## src/inc/adc_hs_regs.svh

```systemverilog
// Field positions and timing constants of the handshake byte output port
`ifndef ADC_HS_REGS_SVH
`define ADC_HS_REGS_SVH

`define HI_BYTE_MSB 13
`define HI_BYTE_LSB 8
`define LO_BYTE_MSB 7
`define LO_BYTE_LSB 0

`define RESULT_WIDTH 14
`define RESULT_FIFO_DEPTH 4

`define CLK_PERIOD_NS 10
`define LOAD_STROBE_NS 30
`define LOAD_STROBE_CYC ((`LOAD_STROBE_NS + `CLK_PERIOD_NS - 1) / `CLK_PERIOD_NS)

`endif

```

## src/inc/adc_hs_pkg.sv

```systemverilog
// Types shared by the handshake byte output port
package adc_hs_pkg;

	typedef struct packed {
		logic polarity_bit;
		logic overrange;
		logic [11:0] result_bits;
	} result_s;

	typedef enum logic [2:0] {
		SEQ_IDLE,
		SEQ_HI_STROBE,
		SEQ_HI_HOLD,
		SEQ_LO_STROBE,
		SEQ_LO_HOLD,
		SEQ_END_MARK
	} seq_e;

	typedef struct packed {
		seq_e state;
		logic [3:0] strobe_cnt;
		logic saw_low;
		logic mode_d;
		logic push_pend;
		logic status;
		logic conv_start;
		result_s latest;
		result_s cur;
		logic [13:0] data_o;
		logic [13:0] data_oe;
		logic ce_load_n_o;
		logic ce_load_oe;
		logic hb_n_o;
		logic hb_oe;
		logic lb_n_o;
		logic lb_oe;
	} ctrl_s;

endpackage

```

## src/rtl/adc_handshake_byte_output.sv

```systemverilog
// Handshake and direct byte output sequencer of the converter's digital port
`timescale 1ns/10ps
`include "adc_hs_regs.svh"

module adc_handshake_byte_output (
	// Clock, reset and enable
	input logic SYS_CLK,
	input logic RST_N,
	input logic CLK_EN,
	// Control pins
	input logic MODE,
	input logic SEND,
	input logic RUN_HOLD,
	output logic STATUS,
	// Chip-enable/load pin, active low
	input logic CE_LOAD_N_I,
	output logic CE_LOAD_N_O,
	output logic CE_LOAD_OE,
	// Byte flag pins, active low
	input logic HIGH_BYTE_FLAG_N_I,
	output logic HIGH_BYTE_FLAG_N_O,
	output logic HIGH_BYTE_FLAG_OE,
	input logic LOW_BYTE_FLAG_N_I,
	output logic LOW_BYTE_FLAG_N_O,
	output logic LOW_BYTE_FLAG_OE,
	// Three-state data pins
	output logic [13:0] DATA_O,
	output logic [13:0] DATA_OE,
	// Converter core, same clock
	input logic CONV_DONE,
	input adc_hs_pkg::result_s CONV_RESULT,
	output logic CONV_START
);
	import adc_hs_pkg::*;

	ctrl_s r;
	ctrl_s n;
	logic [5:0] pins_s;
	logic mode_s;
	logic send_s;
	logic run_s;
	logic ce_n_s;
	logic hb_n_s;
	logic lb_n_s;
	logic fifo_in_ready;
	logic fifo_out_valid;
	logic fifo_pop;
	result_s fifo_out;
	logic hs_active;
	logic strobe_last;

	// Active-low enables and send rest high; a zero reset would fake a bus enable
	pin_sync #(
		.W(6),
		.RST_VAL(6'h17)
	) u_pin_sync (
		.clk(SYS_CLK),
		.rst_n(RST_N),
		.ce(CLK_EN),
		.d({MODE, SEND, RUN_HOLD, CE_LOAD_N_I, HIGH_BYTE_FLAG_N_I, LOW_BYTE_FLAG_N_I}),
		.q(pins_s)
	);

	assign {mode_s, send_s, run_s, ce_n_s, hb_n_s, lb_n_s} = pins_s;

	// Results wait here so a slow receiver stalls conversions instead of losing data
	result_fifo #(
		.WIDTH(`RESULT_WIDTH),
		.DEPTH(`RESULT_FIFO_DEPTH)
	) u_result_fifo (
		.clk(SYS_CLK),
		.rst_n(RST_N),
		.ce(CLK_EN),
		.in_valid(r.push_pend),
		.in_ready(fifo_in_ready),
		.in_data(r.latest),
		.out_valid(fifo_out_valid),
		.out_ready(fifo_pop),
		.out_data(fifo_out)
	);

	assign fifo_pop = (r.state == SEQ_IDLE) && mode_s && send_s && fifo_out_valid;
	assign strobe_last = r.strobe_cnt == 4'h0;

	always_comb begin
		n = r;
		n.conv_start = 1'b0;
		n.mode_d = mode_s;

		// Clear first so a new request in the same cycle wins
		if (r.push_pend && fifo_in_ready) begin
			n.push_pend = 1'b0;
		end
		if (CONV_DONE) begin
			n.latest = CONV_RESULT;
			n.status = 1'b0;
			if (mode_s) begin
				n.push_pend = 1'b1;
			end
		end
		if (mode_s && !r.mode_d) begin
			n.push_pend = 1'b1;
		end
		// Next conversion only once the last result has a place to go
		if (run_s && !r.status && !r.push_pend && !CONV_DONE) begin
			n.status = 1'b1;
			n.conv_start = 1'b1;
		end

		unique case (r.state)
			SEQ_IDLE: begin
				if (fifo_pop) begin
					n.cur = fifo_out;
					n.state = SEQ_HI_STROBE;
					n.strobe_cnt = 4'(`LOAD_STROBE_CYC - 1);
				end
			end
			SEQ_HI_STROBE: begin
				if (strobe_last) begin
					n.state = SEQ_HI_HOLD;
					n.saw_low = 1'b0;
				end else begin
					n.strobe_cnt = r.strobe_cnt - 4'h1;
				end
			end
			SEQ_HI_HOLD: begin
				if (!send_s) begin
					n.saw_low = 1'b1;
				end else if (r.saw_low) begin
					n.state = SEQ_LO_STROBE;
					n.strobe_cnt = 4'(`LOAD_STROBE_CYC - 1);
				end
			end
			SEQ_LO_STROBE: begin
				if (strobe_last) begin
					n.state = SEQ_LO_HOLD;
					n.saw_low = 1'b0;
				end else begin
					n.strobe_cnt = r.strobe_cnt - 4'h1;
				end
			end
			SEQ_LO_HOLD: begin
				if (!send_s) begin
					n.saw_low = 1'b1;
				end else if (r.saw_low) begin
					n.state = SEQ_END_MARK;
				end
			end
			SEQ_END_MARK: begin
				n.state = SEQ_IDLE;
			end
			default: begin
				n.state = SEQ_IDLE;
			end
		endcase

		// Pin drivers follow the next state so every pin leaves a flip-flop
		hs_active = mode_s || (n.state != SEQ_IDLE);
		n.ce_load_oe = hs_active;
		n.hb_oe = hs_active;
		n.lb_oe = hs_active;
		n.ce_load_n_o = !((n.state == SEQ_HI_STROBE) || (n.state == SEQ_LO_STROBE));
		n.hb_n_o = !((n.state == SEQ_HI_STROBE) || (n.state == SEQ_HI_HOLD));
		n.lb_n_o = !((n.state == SEQ_LO_STROBE) || (n.state == SEQ_LO_HOLD));
		n.data_oe = '0;
		if (hs_active) begin
			n.data_o = n.cur;
			if (!n.hb_n_o) begin
				n.data_oe[`HI_BYTE_MSB:`HI_BYTE_LSB] = '1;
			end
			if (!n.lb_n_o) begin
				n.data_oe[`LO_BYTE_MSB:`LO_BYTE_LSB] = '1;
			end
		end else begin
			// Send is assumed tied high here, so no pacing is looked at
			n.data_o = n.latest;
			if (!ce_n_s && !hb_n_s) begin
				n.data_oe[`HI_BYTE_MSB:`HI_BYTE_LSB] = '1;
			end
			if (!ce_n_s && !lb_n_s) begin
				n.data_oe[`LO_BYTE_MSB:`LO_BYTE_LSB] = '1;
			end
		end
	end

	always_ff @(posedge SYS_CLK or negedge RST_N) begin
		if (!RST_N) begin
			r <= '{state: SEQ_IDLE, ce_load_n_o: 1'b1, hb_n_o: 1'b1, lb_n_o: 1'b1, default: '0};
		end else if (CLK_EN) begin
			r <= n;
		end
	end

	assign STATUS = r.status;
	assign CE_LOAD_N_O = r.ce_load_n_o;
	assign CE_LOAD_OE = r.ce_load_oe;
	assign HIGH_BYTE_FLAG_N_O = r.hb_n_o;
	assign HIGH_BYTE_FLAG_OE = r.hb_oe;
	assign LOW_BYTE_FLAG_N_O = r.lb_n_o;
	assign LOW_BYTE_FLAG_OE = r.lb_oe;
	assign DATA_O = r.data_o;
	assign DATA_OE = r.data_oe;
	assign CONV_START = r.conv_start;
endmodule // adc_handshake_byte_output

```

## src/rtl/pin_sync.sv

```systemverilog
// Two flip-flop synchroniser for a group of pin inputs
`timescale 1ns/10ps
module pin_sync #(
	parameter int W = 1,
	// Level both stages take in reset; should match the pins' idle levels
	parameter logic [W-1:0] RST_VAL = '0
) (
	// Clock, reset and enable
	input logic clk,
	input logic rst_n,
	input logic ce,
	// Asynchronous in, synchronous out
	input logic [W-1:0] d,
	output logic [W-1:0] q
);
	typedef struct packed {
		logic [W-1:0] first;
		logic [W-1:0] second;
	} sync_s;

	sync_s r;
	sync_s n;

	assign q = r.second;

	always_comb begin
		n = r;
		n.first = d;
		n.second = r.first;
	end

	always_ff @(posedge clk or negedge rst_n) begin
		if (!rst_n) begin
			r <= '{first: RST_VAL, second: RST_VAL};
		end else if (ce) begin
			r <= n;
		end
	end
endmodule // pin_sync

```

## src/rtl/result_fifo.sv

```systemverilog
// Small FIFO of conversion results waiting to be shipped
`timescale 1ns/10ps
module result_fifo #(
	parameter int WIDTH = 14,
	parameter int DEPTH = 4
) (
	// Clock, reset and enable
	input logic clk,
	input logic rst_n,
	input logic ce,
	// Filling side
	input logic in_valid,
	output logic in_ready,
	input logic [WIDTH-1:0] in_data,
	// Draining side
	output logic out_valid,
	input logic out_ready,
	output logic [WIDTH-1:0] out_data
);
	localparam int AW = (DEPTH > 1) ? $clog2(DEPTH) : 1;
	localparam int CW = $clog2(DEPTH + 1);

	typedef struct packed {
		logic [DEPTH-1:0][WIDTH-1:0] mem;
		logic [AW-1:0] wptr;
		logic [AW-1:0] rptr;
		logic [CW-1:0] count;
	} fifo_s;

	fifo_s r;
	fifo_s n;
	logic push;
	logic pop;

	assign in_ready = r.count != CW'(DEPTH);
	assign out_valid = r.count != '0;
	assign out_data = r.mem[r.rptr];
	assign push = in_valid && in_ready;
	assign pop = out_valid && out_ready;

	always_comb begin
		n = r;
		if (push) begin
			n.mem[r.wptr] = in_data;
			n.wptr = (r.wptr == AW'(DEPTH - 1)) ? '0 : r.wptr + 1'b1;
		end
		if (pop) begin
			n.rptr = (r.rptr == AW'(DEPTH - 1)) ? '0 : r.rptr + 1'b1;
		end
		if (push && !pop) begin
			n.count = r.count + 1'b1;
		end else if (pop && !push) begin
			n.count = r.count - 1'b1;
		end
	end

	always_ff @(posedge clk or negedge rst_n) begin
		if (!rst_n) begin
			r <= '0;
		end else if (ce) begin
			r <= n;
		end
	end
endmodule // result_fifo

```

## config.mk

```make
export PLATFORM = sky130hd
export DESIGN_NAME = adc_handshake_byte_output
export DESIGN_NICKNAME = d
export VERILOG_FILES = /design/src/inc/adc_hs_pkg.sv /design/src/rtl/adc_handshake_byte_output.sv /design/src/rtl/pin_sync.sv /design/src/rtl/result_fifo.sv
export VERILOG_INCLUDE_DIRS = /design/src /design/src/inc
export SDC_FILE = /design/constraint.sdc
export NUM_CORES = 1
export LEC_CHECK = 0
export ABC_AREA = 1
export BUFFER_PORTS_ARGS = -buffer_cell sky130_fd_sc_hd__clkbuf_2
export CAP_MARGIN = 10
export CELL_PAD_IN_SITES_DETAIL_PLACEMENT = 1
export CELL_PAD_IN_SITES_GLOBAL_PLACEMENT = 1
export CORE_AREA = 2 2 138 107
export CTS_CLUSTER_SIZE = 25
export DETAILED_ROUTE_END_ITERATION = 6
export DIE_AREA = 0 0 140 109
export PLACE_DENSITY = 0.85
export SYNTH_ARGS = -nofsm -noshare
export SYNTH_HDL_FRONTEND = slang
export SYNTH_SLANG_ARGS = --single-unit
```

## constraint.sdc

```tcl
create_clock -name SYS_CLK -period 4.25 [get_ports SYS_CLK]
set_clock_uncertainty 0.2 [all_clocks]
set_input_delay 0.85 -clock SYS_CLK [delete_from_list [all_inputs] [get_ports SYS_CLK]]
set_output_delay 0.85 -clock SYS_CLK [all_outputs]
set_load 0.01 [all_outputs]
```

==> impl_metrics.py <==
metrics = {
    "status": {
        "outcome": "finished with violations",
        "violations": "design-rule violations",
    },
    "power": {
        "vdd_drop_max_mv": 0.3452,
        "power_mw": 6.074,
        "powerDensity_mw_per_mm2": 819.3,
        "power.leakage_nw": 3.719,
    },
    "die": {
        "core_mm2": 0.01403,
        "die_h_um": 109,
        "die_w_um": 140,
        "dieArea_mm2": 0.01526,
        "rows": 38,
        "io_pins": 60,
        "start_util": 0.4662,
    },
    "worst_hold_path": {
        "hold_path.class": "input port to async pin",
    },
    "job": {
        "cap_violations": 0,
    },
    "worst_setup_path": {
        "cpMostUsedCell": "nand2_1",
        "crit_type": "register to register",
        "cp.arrival_ns": 2.68,
        "cpPeakStageDelay_ns": 0.55,
        "r2r_cells": 10,
        "crit_path_end_kind": "register",
        "critPathSlowestCell": "nor2_2",
        "startpoint_type": "register",
        "cp_cell_sequence": "inv_1 -> ha_1 -> nand4_1 -> nand2_1 -> nor2_2 -> nand3_4 -> nand2_1 -> nand2_1 -> nand2_1 -> nand2_1",
        "path_max_fanout": 15,
        "cp.required_ns": 4.37,
    },
    "detailed_routing": {
        "antenna_left": 0,
        "drcViolationCount": 5,
        "drtIter0Drc": 236,
        "vias": 5545,
        "wire_per_inst_um": 18.14,
        "routed_via_density": 5.485,
        "drt-pass1-iter-count": 7,
        "wirelength_mm": 18.34,
    },
    "grt": {
        "track_usage": 0.2539,
        "met2_usage": 0.4507,
        "top_usage_layer": "met2",
        "antenna_found_initial": 0,
        "grt_max_degree": 101,
        "use_met1": 0.3138,
        "grt_pass1_vias": 5934,
        "grt_use_met3": 0.05709,
        "grt_pass1_wl_mm": 30.13,
        "grt_overflow_total": 0,
    },
    "timing": {
        "final_hold_viol_count": 0,
        "finalCritPeriodShare": 0.6033,
        "hold-worst-slack_ns": 0.1924,
        "rsz0062_at_grt": "false",
        "fmax_mhz": 390.0,
        "worst_pin_slew_ns": 0.9956,
        "min_period_ns": 2.564,
        "tns_ns": 0,
        "slew_headroom": 0.3355,
        "drv_slew": 0,
        "setup_viol": 0,
    },
    "cells_and_area": {
        "final_cell_area_mm2": 0.007415,
        "layout_commonest_cell": "nand2_1",
        "multi_input_area_mm2": 0.002537,
        "fillers": 1707,
        "area_delta_synth_final_pct": 13.39,
        "drive_gt1_frac": 0.1613,
        "antenna_cells": 0,
        "final_util": 0.5286,
        "final_nets": 851,
        "mostFrequentLayoutCells": "nand2_1 (273), dfrtp_1 (124), o21ai_0 (117)",
        "regArea_mm2": 0.003392,
    },
    "yosys": {
        "synth.distinct_cells": 32,
        "synthCells": 802,
        "yosysTopAreaCell": "dfrtp_1",
        "syn_area_per_cell_um2": 8.153,
        "syn_area_mm2": 0.006539,
        "synth_top_cell_area_share": 0.4746,
        "ys_seq_area_frac": 0.5188,
        "synth_fp_nets": 835,
        "yosysWarningCount": 0,
        "synth_seq_cells": 135,
        "yosys-top-cells-area": "dfrtp_1 (47%), nand2_1 (16%), o21ai_0 (9.0%)",
    },
    "clock_tree": {
        "cts_max_path_buffers": 2,
        "cts_tree": "yes",
        "root_buffer": "clkbuf_16",
        "cts_inserted_buffers": 17,
        "h-tree-depth": 4,
        "clk_pin_slew_worst_paths_ns": 0.06,
        "cts_resized": 0,
        "worstSkewPairLatency_ns": 0.42,
        "cts_num_sinks": 135,
        "hold_buffers": 0,
        "cts_setup_buffers": 0,
    },
    "placed_design": {
        "dp_hpwl_mm": 12.01,
        "placed_area_mm2": 0.006713,
        "gp_congestion": 0.8904,
        "placement.io_buffers": 59,
    },
}
==> final timing paths <==
path,startpoint,to,slack [ns]
min in group SYS_CLK,HIGH_BYTE_FLAG_N_O,HIGH_BYTE_FLAG_N_O,0.27
max in group asynchronous,RST_N,r[68],2.75
worst max-delay path,r[67],DATA_O[12],1.69
worst max register to register,r[67],DATA_O[12],1.69
worst min register to register,HIGH_BYTE_FLAG_N_O,HIGH_BYTE_FLAG_N_O,0.27
worst min-delay path,RST_N,DATA_O[2],0.19
==> where the power goes <==
part | internal, mW | total, mW | switching (mW)
logic | 0.721 | 2.12 | 1.40
registers | 1.81 | 2.20 | 0.385
clock network | 1.19 | 1.75 | 0.562
==> per-stage QoR <==
stage | cells | setup slack (ns)
2_1_floorplan | 802 | 2.154
3_3_place_gp | 979 | 1.778
3_5_place_dp | 979 | 1.670
4_1_cts | 1011 | 1.691
5_1_grt | 1011 | 1.448
6_report | 1011 | 1.686
==> Yosys cell counts (all sizes together) <==
master and instances:
nand2 281, o21ai 141, dfrtp 124, inv 56, nand3 54, buf 47, nor2 31, clkbuf 20
dfstp 11, ha 8, a21oi 7, or2 5, o22a 4, nand4 3, xor2 3, nor3 2
fa 1, mux2 1, o211ai 1, o22ai 1, o32ai 1
==> state kept, by name, indices dropped and copies added, names as in the netlist <==
register,count
CONV_START,1
DATA_O,14
STATUS,1
CE_LOAD_N_O,1
HIGH_BYTE_FLAG_N_O,1
DATA_OE,2
u_pin_sync.n,6
LOW_BYTE_FLAG_OE,1
r,38
u_result_fifo.r,63
LOW_BYTE_FLAG_N_O,1
u_pin_sync.q,6
==> logic make-up (layout without fill, tap and decap cells) <==
kind of cell	count (synthesis)	after routing	synth area share
compound gates	155	155	0.1221
xor+xnor	3	3	0.004019
fa+ha+maj	9	9	0.01837
buf+inv	123	152	0.09319
flops	135	135	0.5188
mux	1	1	0.001722
simple gates	376	376	0.2419
==> per-layer routing <==
metal | vias up | wire length [um]
met5 | - | 0
met4 | 0 | 269
met3 | 22 | 729
met2 | 119 | 9239
met1 | 2819 | 8101
li1 | 2585 | -
==> area by class of cell <==
type,count,share of cell area
clock buffer,20,0.06159
clock inverter,12,0.03307
inverter,56,0.02835
multi-input combinational,544,0.3422
sequential,135,0.4575
tap,180,0.03037
timing repair buffer,64,0.04691
==> worst max-delay path, delay by kind of cell (launching register included) <==
family / cells / cell delay (ns)
flip-flops: 1 / 0.35
adder cells (fa/ha/maj): 1 / 0.25
buffers and inverters: 1 / 0.09
AND/OR/NAND/NOR: 8 / 1.57
Note: power is estimated with default switching activity, not from simulation.
